File: src/common/crsa_defines.svh
`ifndef CRSA_DEFINES_SVH
`define CRSA_DEFINES_SVH

// Controller data-space offsets
`define CRSA_OFS_CONTROL   16'h7ff5
`define CRSA_OFS_IDX_LO    16'h7ff6
`define CRSA_OFS_WIN_LO    16'h7ff7
`define CRSA_OFS_IDX_HI    16'h7ff8
`define CRSA_OFS_WIN_HI    16'h7ff9

// Reset values
`define CRSA_RST_CONTROL   8'h80
`define CRSA_RST_INDEX     8'h00
`define CRSA_RST_DATA      8'h00

// Control register bit positions
`define CRSA_BIT_UNAWARE   7
`define CRSA_BIT_CTL_HI    3
`define CRSA_BIT_HOST_HI   2
`define CRSA_BIT_CTL_LO    1
`define CRSA_BIT_HOST_LO   0

// Bank location that mirrors the control register
`define CRSA_MIRROR_LOC    7'h7f
`define CRSA_BANK_DEPTH    128

`endif

File: src/common/crsa_pkg.sv
package crsa_pkg;

   // Controller memory-mapped access, one cycle per strobe
   typedef struct packed {
      logic        wr;
      logic        rd;
      logic [15:0] addr;
      logic [7:0]  wdata;
   } crsa_bus_type;

   // Host request lines, levels; a rising edge acts
   typedef struct packed {
      logic set_hi;
      logic set_lo;
      logic clr_hi;
      logic clr_lo;
   } crsa_host_type;

   // Who may use each bank
   typedef struct packed {
      logic ctl_hi;
      logic ctl_lo;
      logic host_hi;
      logic host_lo;
   } crsa_grant_type;

endpackage : crsa_pkg

File: src/crsa_arbiter.sv
// Function
// - Host-unaware flag set grants host always
// - Setting host-unaware flag clears both host requests
// - Clearing host-unaware flag enables request sharing
// - Controller low request needs host low clear
// - Controller high request needs host high clear
// - Host low request needs controller low clear
// - Host high request needs controller high clear
// - Refused request reads back zero; retry
// - Bank owner follows the two request flags
// - Controller may access during reset or power-off
// - Low and high index select two banks
// - Index bit seven ignored in decode
// - Low-bank location 7F mirrors the control register; high-bank 7F is plain storage
// - Window access only while controller holds grant
`timescale 1ns/100ps
`default_nettype none
`include "crsa_defines.svh"

module crsa_arbiter
   import crsa_pkg::*;
#(
   parameter int BANK_DEPTH = `CRSA_BANK_DEPTH
) (
   // Clock and reset
   input  wire logic           clk,
   input  wire logic           resetn,
   // Controller data-space access
   input  wire crsa_bus_type   bus,
   output var  logic [7:0]     rdata,
   // Host request lines and system state pins
   input  wire crsa_host_type  host_req,
   input  wire logic           sys_reset_active,
   input  wire logic           main_power_plane,
   // Bank ownership
   output var  crsa_grant_type grant
);

   if (BANK_DEPTH != 128) begin : g_check
      $error("crsa_arbiter serves two banks of 128 bytes only");
   end

   typedef struct packed {
      logic                 unaware;
      logic                 ctl_lo;
      logic                 ctl_hi;
      logic                 host_lo;
      logic                 host_hi;
      logic [7:0]           idx_lo;
      logic [7:0]           idx_hi;
      logic [7:0]           rdata;
      crsa_grant_type       grant;
      logic [5:0]           sync1;
      logic [5:0]           sync2;
      logic [3:0]           prev;
      logic [255:0][7:0]    ram;
   } crsa_state_type;

   crsa_state_type s_q;
   crsa_state_type s_d;

   // Controller owns a bank; forced open in reset or power-off
   function automatic logic ctl_may(input logic unaware,
                                    input logic ctl_bank_request,
                                    input logic hreq,
                                    input logic force_open);
      ctl_may = force_open | (~unaware & ctl_bank_request & ~hreq);
   endfunction : ctl_may

   function automatic logic [7:0] control_byte(input crsa_state_type s);
      control_byte = {s.unaware, 3'h0, s.ctl_hi, s.host_hi,
                      s.ctl_lo, s.host_lo};
   endfunction : control_byte

   logic [3:0] host_edge;
   logic       force_open;
   logic       wr_ctrl;
   logic       kl_set;
   logic       kh_set;
   logic [7:0] loc_lo;
   logic [7:0] loc_hi;

   always_comb begin
      s_d = s_q;
      s_d.sync1 = {main_power_plane, sys_reset_active, host_req};
      s_d.sync2 = s_q.sync1;
      s_d.prev  = s_q.sync2[3:0];
      host_edge = s_q.sync2[3:0] & ~s_q.prev;
      // Power plane off or system reset opens the RAM to firmware
      force_open = s_q.sync2[4] | ~s_q.sync2[5];

      wr_ctrl = bus.wr && (bus.addr == `CRSA_OFS_CONTROL);
      kl_set  = wr_ctrl && bus.wdata[`CRSA_BIT_CTL_LO]
                && !s_q.host_lo;
      kh_set  = wr_ctrl && bus.wdata[`CRSA_BIT_CTL_HI]
                && !s_q.host_hi;

      // Controller request flags; a refused set leaves 0
      if (kl_set) begin
         s_d.ctl_lo = 1'b1;
      end else if (wr_ctrl && !bus.wdata[`CRSA_BIT_CTL_LO]) begin
         s_d.ctl_lo = 1'b0;
      end
      if (kh_set) begin
         s_d.ctl_hi = 1'b1;
      end else if (wr_ctrl && !bus.wdata[`CRSA_BIT_CTL_HI]) begin
         s_d.ctl_hi = 1'b0;
      end

      // Host flags: a controller set in the same cycle wins
      if (host_edge[2] && !s_q.unaware && !s_q.ctl_lo
          && !kl_set) begin
         s_d.host_lo = 1'b1;
      end else if (host_edge[0]) begin
         s_d.host_lo = 1'b0;
      end
      if (host_edge[3] && !s_q.unaware && !s_q.ctl_hi
          && !kh_set) begin
         s_d.host_hi = 1'b1;
      end else if (host_edge[1]) begin
         s_d.host_hi = 1'b0;
      end

      if (wr_ctrl) begin
         s_d.unaware = bus.wdata[`CRSA_BIT_UNAWARE];
         if (bus.wdata[`CRSA_BIT_UNAWARE]) begin
            s_d.host_lo = 1'b0;
            s_d.host_hi = 1'b0;
         end
      end

      if (bus.wr && bus.addr == `CRSA_OFS_IDX_LO) begin
         s_d.idx_lo = bus.wdata;
      end
      if (bus.wr && bus.addr == `CRSA_OFS_IDX_HI) begin
         s_d.idx_hi = bus.wdata;
      end

      // Bit seven of the index takes no part in the decode
      loc_lo = {1'b0, s_q.idx_lo[6:0]};
      loc_hi = {1'b1, s_q.idx_hi[6:0]};

      // Window writes; the mirror location is not storage
      if (bus.wr && bus.addr == `CRSA_OFS_WIN_LO && s_q.grant.ctl_lo
          && s_q.idx_lo[6:0] != `CRSA_MIRROR_LOC) begin
         s_d.ram[loc_lo] = bus.wdata;
      end
      if (bus.wr && bus.addr == `CRSA_OFS_WIN_HI
          && s_q.grant.ctl_hi) begin
         s_d.ram[loc_hi] = bus.wdata;
      end

      // Read data holds until the next read strobe
      if (bus.rd) begin
         case (bus.addr)
            `CRSA_OFS_CONTROL: s_d.rdata = control_byte(s_q);
            `CRSA_OFS_IDX_LO:  s_d.rdata = s_q.idx_lo;
            `CRSA_OFS_IDX_HI:  s_d.rdata = s_q.idx_hi;
            `CRSA_OFS_WIN_LO: begin
               if (!s_q.grant.ctl_lo) begin
                  s_d.rdata = 8'h00;
               end else if (s_q.idx_lo[6:0] == `CRSA_MIRROR_LOC) begin
                  s_d.rdata = control_byte(s_q);
               end else begin
                  s_d.rdata = s_q.ram[loc_lo];
               end
            end
            `CRSA_OFS_WIN_HI: begin
               s_d.rdata = s_q.grant.ctl_hi ? s_q.ram[loc_hi]
                                            : 8'h00;
            end
            default: s_d.rdata = 8'h00;
         endcase
      end

      // Grants follow the next flag values so outputs stay aligned
      s_d.grant.ctl_lo  = ctl_may(s_d.unaware, s_d.ctl_lo,
                                  s_d.host_lo, force_open);
      s_d.grant.ctl_hi  = ctl_may(s_d.unaware, s_d.ctl_hi,
                                  s_d.host_hi, force_open);
      s_d.grant.host_lo = s_d.unaware | s_d.host_lo;
      s_d.grant.host_hi = s_d.unaware | s_d.host_hi;
   end

   always_ff @(posedge clk or negedge resetn) begin
      if (!resetn) begin
         s_q         <= '0;
         s_q.unaware <= 1'(`CRSA_RST_CONTROL >> `CRSA_BIT_UNAWARE);
         s_q.idx_lo  <= `CRSA_RST_INDEX;
         s_q.idx_hi  <= `CRSA_RST_INDEX;
         s_q.rdata   <= `CRSA_RST_DATA;
         s_q.grant   <= 4'h3;
         s_q.sync2   <= 6'h20;
         s_q.sync1   <= 6'h20;
      end else begin
         s_q <= s_d;
      end
   end

   assign rdata = s_q.rdata;
   assign grant = s_q.grant;

   property p_unaware_host;
      @(posedge clk) disable iff (!resetn)
      s_q.unaware |-> s_q.grant.host_lo && s_q.grant.host_hi;
   endproperty
   a_unaware_host: assert property (p_unaware_host)
      else $error("host lacks access while host-unaware");

   property p_unaware_clears;
      @(posedge clk) disable iff (!resetn)
      wr_ctrl && bus.wdata[`CRSA_BIT_UNAWARE]
         |=> !s_q.host_lo && !s_q.host_hi;
   endproperty
   a_unaware_clears: assert property (p_unaware_clears)
      else $error("host request survived host-unaware write");

   property p_ctl_lo_set;
      @(posedge clk) disable iff (!resetn)
      $rose(s_q.ctl_lo) |-> $past(!s_q.host_lo);
   endproperty
   a_ctl_lo_set: assert property (p_ctl_lo_set)
      else $error("controller low set while host low held");

   property p_ctl_hi_set;
      @(posedge clk) disable iff (!resetn)
      $rose(s_q.ctl_hi) |-> $past(!s_q.host_hi);
   endproperty
   a_ctl_hi_set: assert property (p_ctl_hi_set)
      else $error("controller high set while host high held");

   property p_host_lo_set;
      @(posedge clk) disable iff (!resetn)
      $rose(s_q.host_lo) |-> $past(!s_q.ctl_lo);
   endproperty
   a_host_lo_set: assert property (p_host_lo_set)
      else $error("host low set while controller low held");

   property p_host_hi_set;
      @(posedge clk) disable iff (!resetn)
      $rose(s_q.host_hi) |-> $past(!s_q.ctl_hi);
   endproperty
   a_host_hi_set: assert property (p_host_hi_set)
      else $error("host high set while controller high held");

   property p_never_both;
      @(posedge clk) disable iff (!resetn)
      !(s_q.ctl_lo && s_q.host_lo) && !(s_q.ctl_hi && s_q.host_hi);
   endproperty
   a_never_both: assert property (p_never_both)
      else $error("both request flags of one bank are set");

   property p_ctl_owner;
      @(posedge clk) disable iff (!resetn)
      !s_q.unaware && s_q.ctl_lo && !s_q.host_lo
         |-> s_q.grant.ctl_lo && !s_q.grant.host_lo;
   endproperty
   a_ctl_owner: assert property (p_ctl_owner)
      else $error("controller low owner not granted");

   property p_window_gate;
      @(posedge clk) disable iff (!resetn)
      bus.rd && bus.addr == `CRSA_OFS_WIN_LO && !s_q.grant.ctl_lo
         |=> s_q.rdata == 8'h00;
   endproperty
   a_window_gate: assert property (p_window_gate)
      else $error("low window read data without grant");

   property p_hi_window_gate;
      @(posedge clk) disable iff (!resetn)
      bus.rd && bus.addr == `CRSA_OFS_WIN_HI && !s_q.grant.ctl_hi
         |=> s_q.rdata == 8'h00;
   endproperty
   a_hi_window_gate: assert property (p_hi_window_gate)
      else $error("high window read data without grant");

   property p_force_open;
      @(posedge clk) disable iff (!resetn)
      force_open |=> s_q.grant.ctl_lo && s_q.grant.ctl_hi;
   endproperty
   a_force_open: assert property (p_force_open)
      else $error("controller shut out in reset or power-off");

   property p_ctl_hi_owner;
      @(posedge clk) disable iff (!resetn)
      !s_q.unaware && s_q.ctl_hi && !s_q.host_hi
         |-> s_q.grant.ctl_hi && !s_q.grant.host_hi;
   endproperty
   a_ctl_hi_owner: assert property (p_ctl_hi_owner)
      else $error("controller high owner not granted");

   property p_refused_lo;
      @(posedge clk) disable iff (!resetn)
      wr_ctrl && bus.wdata[`CRSA_BIT_CTL_LO] && s_q.host_lo
         |=> !s_q.ctl_lo;
   endproperty
   a_refused_lo: assert property (p_refused_lo)
      else $error("refused controller low request reads back set");

   property p_mirror_read;
      @(posedge clk) disable iff (!resetn)
      bus.rd && bus.addr == `CRSA_OFS_WIN_LO && s_q.grant.ctl_lo
         && s_q.idx_lo[6:0] == `CRSA_MIRROR_LOC
         |=> s_q.rdata == {$past(s_q.unaware), 3'h0, $past(s_q.ctl_hi),
                           $past(s_q.host_hi), $past(s_q.ctl_lo),
                           $past(s_q.host_lo)};
   endproperty
   a_mirror_read: assert property (p_mirror_read)
      else $error("mirror location does not show the control byte");

endmodule : crsa_arbiter

`default_nettype wire

File: config.mk
export PLATFORM = sky130hd
export DESIGN_NAME = crsa_arbiter
export DESIGN_NICKNAME = d
export VERILOG_FILES = /design/src/common/crsa_pkg.sv /design/src/crsa_arbiter.sv
export VERILOG_INCLUDE_DIRS = /design/src /design/src/common
export SDC_FILE = /design/constraint.sdc
export NUM_CORES = 2
export LEC_CHECK = 0
export BUFFER_PORTS_ARGS = -buffer_cell sky130_fd_sc_hd__buf_4
export CELL_PAD_IN_SITES_DETAIL_PLACEMENT = 0
export CELL_PAD_IN_SITES_GLOBAL_PLACEMENT = 1
export CORE_MARGIN = 2
export CORE_UTILIZATION = 45
export CTS_CLUSTER_SIZE = 40
export DETAILED_ROUTE_END_ITERATION = 16
export GPL_ROUTABILITY_DRIVEN = 0
export PLACE_DENSITY = 0.71
export RECOVER_POWER = 50
export SYNTH_ARGS = -nofsm -noshare
export SYNTH_HDL_FRONTEND = slang
export SYNTH_SLANG_ARGS = --single-unit
File: constraint.sdc
create_clock -name clk -period 3.1 [get_ports clk]
set_clock_uncertainty 0.05 [all_clocks]
set_input_delay 0.93 -clock clk [delete_from_list [all_inputs] [get_ports clk]]
set_output_delay 0.93 -clock clk [all_outputs]
set_load 0.05 [all_outputs]
==> flow_metrics.py <==
metrics = {
    "status": {
        "outcome": "finished, violations left",
        "failed_checks": "max-capacitance violations, max-slew violations, negative setup slack",
    },
    "power": {
        "power_density_nw_per_um2": 469,
        "peakVddDrop_mv": 0.532,
        "p_leak_uw": 0.0582,
    },
    "critical_path": {
        "reg2reg_depth": 12,
        "crit_required_ns": 3.86,
        "path_class": "reg -> reg",
        "cp.arrival_ns": 4.02,
        "critPathMaxFanout": 7,
        "reg2reg_setup_slack_ns": -0.15,
        "cp-start-kind": "flip-flop",
        "timing.rr.end": "rdata[6]",
        "end_kind": "flip-flop",
        "reg2reg_from": "loc_lo[2]",
    },
    "finish": {
        "fin_util": 0.558,
        "area_growth_pct": 23.0,
        "drive_above_1_share": 0.515,
        "layout.nets": 7870,
        "post_layout_nonfiller_instances": 10900,
    },
    "timing": {
        "hold_viol": 0,
        "relSlewSlack": -0.122,
        "tightest_slew_ns": 1.68,
        "fmax_mhz": 307,
        "fin_ws_ns": -0.155,
        "min_period_ns": 3.25,
        "grt_setup_unrepaired": "true",
        "slew_viol_final": 332,
        "post-route-period-util": 1.05,
        "setup_viol": 14,
    },
    "job": {
        "cap_violations": 7,
    },
    "synthesis": {
        "synth_edf_count": 0,
        "synth-main-ff-cell": "dfrtp_1",
        "ys_async_sr_fraction": 1.00,
        "synth_top_area_share": 0.537,
        "synthTopCellsByArea": "dfrtp_1 (54%), mux2_2 (24%), a221oi_1 (3.4%)",
        "avgSynthCellArea_sq_um": 13.8,
        "synth_cell_type_count": 92,
        "syn-num-nets": 7104,
        "synth_top_cell_by_area": "dfrtp_1",
        "yosysWarnings": 0,
        "yosys-top-cells-count": "dfrtp_1 (2,092), mux2_2 (2,042), clkbuf_1 (399), a221oi_1 (374), nor2_1 (209)",
        "seq_area_frac_synth": 0.539,
        "syn_inst": 7070,
        "yosysMostFrequentCell": "dfrtp_1",
        "syn_area_sq_um": 97400,
        "ys_ff_latch": 2097,
    },
    "hold_path": {
        "min_from": "main_power_plane",
        "hold_depth": 1,
        "min_to": "s_d[2057]",
        "hold_path.class": "in -> reg",
    },
    "route": {
        "ant_nets": 0,
        "routed_wl_mm": 346,
        "wl_per_cell_microns": 31.8,
        "route.detailed.drc": 0,
        "vias": 69300,
        "drt-initial-drc-count": 7482,
        "avgViaCountPerCell": 6.38,
        "first_pass_iters": 6,
    },
    "clock_tree": {
        "clk_latency_ns": 0.88,
        "clk_pin_slew_ns": 0.06,
        "clock_path_buffers": 3,
        "clockRootBuffer": "clkbuf_16",
        "h-tree-depth": 4,
        "cts.sinks": 2097,
        "cts_made_buffers": 216,
        "cts_tree": "done",
    },
    "placed_design": {
        "dp_slack_ns": -1.12,
        "place_inst": 10400,
        "port_buffers": 45,
        "hpwl_mm": 235,
    },
    "global_route": {
        "grt_use_total": 0.310,
        "grt_max_degree": 153,
        "grt_pass1_vias": 70600,
        "overflow": 0,
        "grt_first_pass_wirelength_mm": 506,
        "antenna_found_initial": 20,
    },
    "floorplan": {
        "die_area_sq_um": 220000,
        "coreArea_sq_um": 215000,
        "rows": 170,
        "die_h_microns": 469,
        "fp.dieW_microns": 469,
        "initial_core_util": 0.453,
        "ioPinCount": 46,
    },
}
==> registers in the layout, summed over array words and instances (netlist names) <==
signal and cells:
loc_lo 7, rdata 8, s_q 2061, loc_hi 7
s_d 10, grant 4
==> per-layer routing <==
| layer | track usage | share of wire | up-vias |
|---|---|---|---|
| li1 | - | - | 28200 |
| met1 | 0.448 | 0.43 | 37100 |
| met2 | 0.454 | 0.44 | 3274 |
| met3 | 0.0702 | 0.090 | 713 |
| met4 | 0.114 | 0.037 | 18 |
| met5 | 0 | 0.00035 | - |
==> through the flow <==
stage	TNS (ns)	hold slack (ns)	cell area, sq um	power [uW]
2_1_floorplan	-89.19	0.281	98200	28300
6_report	-0.656	0.108	120000	56200
5_1_grt	-8.78	0.0807	120000	57700
4_1_cts	-0.317	0.0475	119000	56600
3_5_place_dp	-970.25	0.286	111000	29400
3_3_place_gp	-927.77	0.282	111000	29400
==> layout by cell type, fill, tap and decap left out, types with 160 or more instances in the layout <==
master / instances
dfrtp_1: 2083
a221oi_1: 312
mux2_2: 1820
clkbuf_16: 225
buf_12: 245
a21oi_1: 160
mux2_4: 324
buf_4: 772
a22oi_1: 174
nor2_1: 198
==> worst max-delay path: stages (launching register included) <==
cell and delay (ns):
dfrtp_4 0.57, buf_12 0.19, buf_4 0.16, nor2b_2 0.26
buf_4 0.18, buf_4 0.18, a22o_1 0.14, a221o_1 0.19
a311oi_2 0.12, buf_4 0.16, or2_2 0.38, nor4_4 0.43
a211o_1 0.17
==> area by class of cell <==
cell class                 count  area, sq um
tap                         2838         3550
multi-input combinational   4372        44500
inverter                      16         61.3
sequential                  2097        52500
timing repair buffer        1133        11700
clock buffer                 327         6500
clock inverter                69          925
antenna                        7         17.5
fill                       17300        95000
==> power by group <==
part / total (uW) / internal [uW] / switching [uW] / leakage (uW)
logic: 1430 / 222 / 1210 / 0.0253
registers: 27400 / 27400 / 19.3 / 0.0292
clock network: 27300 / 16100 / 11300 / 0.00365
==> how the worst max path moves through the flow <==
stage	startpoint	to	slack (ns)	cells after the start
2_1_floorplan	bus[12]	s_q[952]	-0.14	9
3_3_place_gp	bus[18]	rdata[6]	-1.06	11
3_5_place_dp	bus[18]	rdata[6]	-1.12	11
4_1_cts	loc_lo[1]	rdata[6]	-0.11	11
5_1_grt	loc_lo[2]	rdata[3]	-0.19	10
6_report	loc_lo[2]	rdata[6]	-0.15	12
==> kinds of logic after synthesis <==
family / share of synthesized area
muxes: 0.282
DFF: 0.539
AOI/OAI and AO/OA: 0.0951
and+or+nand+nor: 0.0575
buffers and inverters: 0.0269
==> repair_timing <==
item,CTS,global route
hold endpoints to repair,25,0
setup buffers,14,17
hold buffers,1,0
resized for setup,129,130
pin swaps,33,55
gates cloned,3,1
setup endpoints to repair,206,44
No activity file was read; power rests on OpenSTA's default activity.
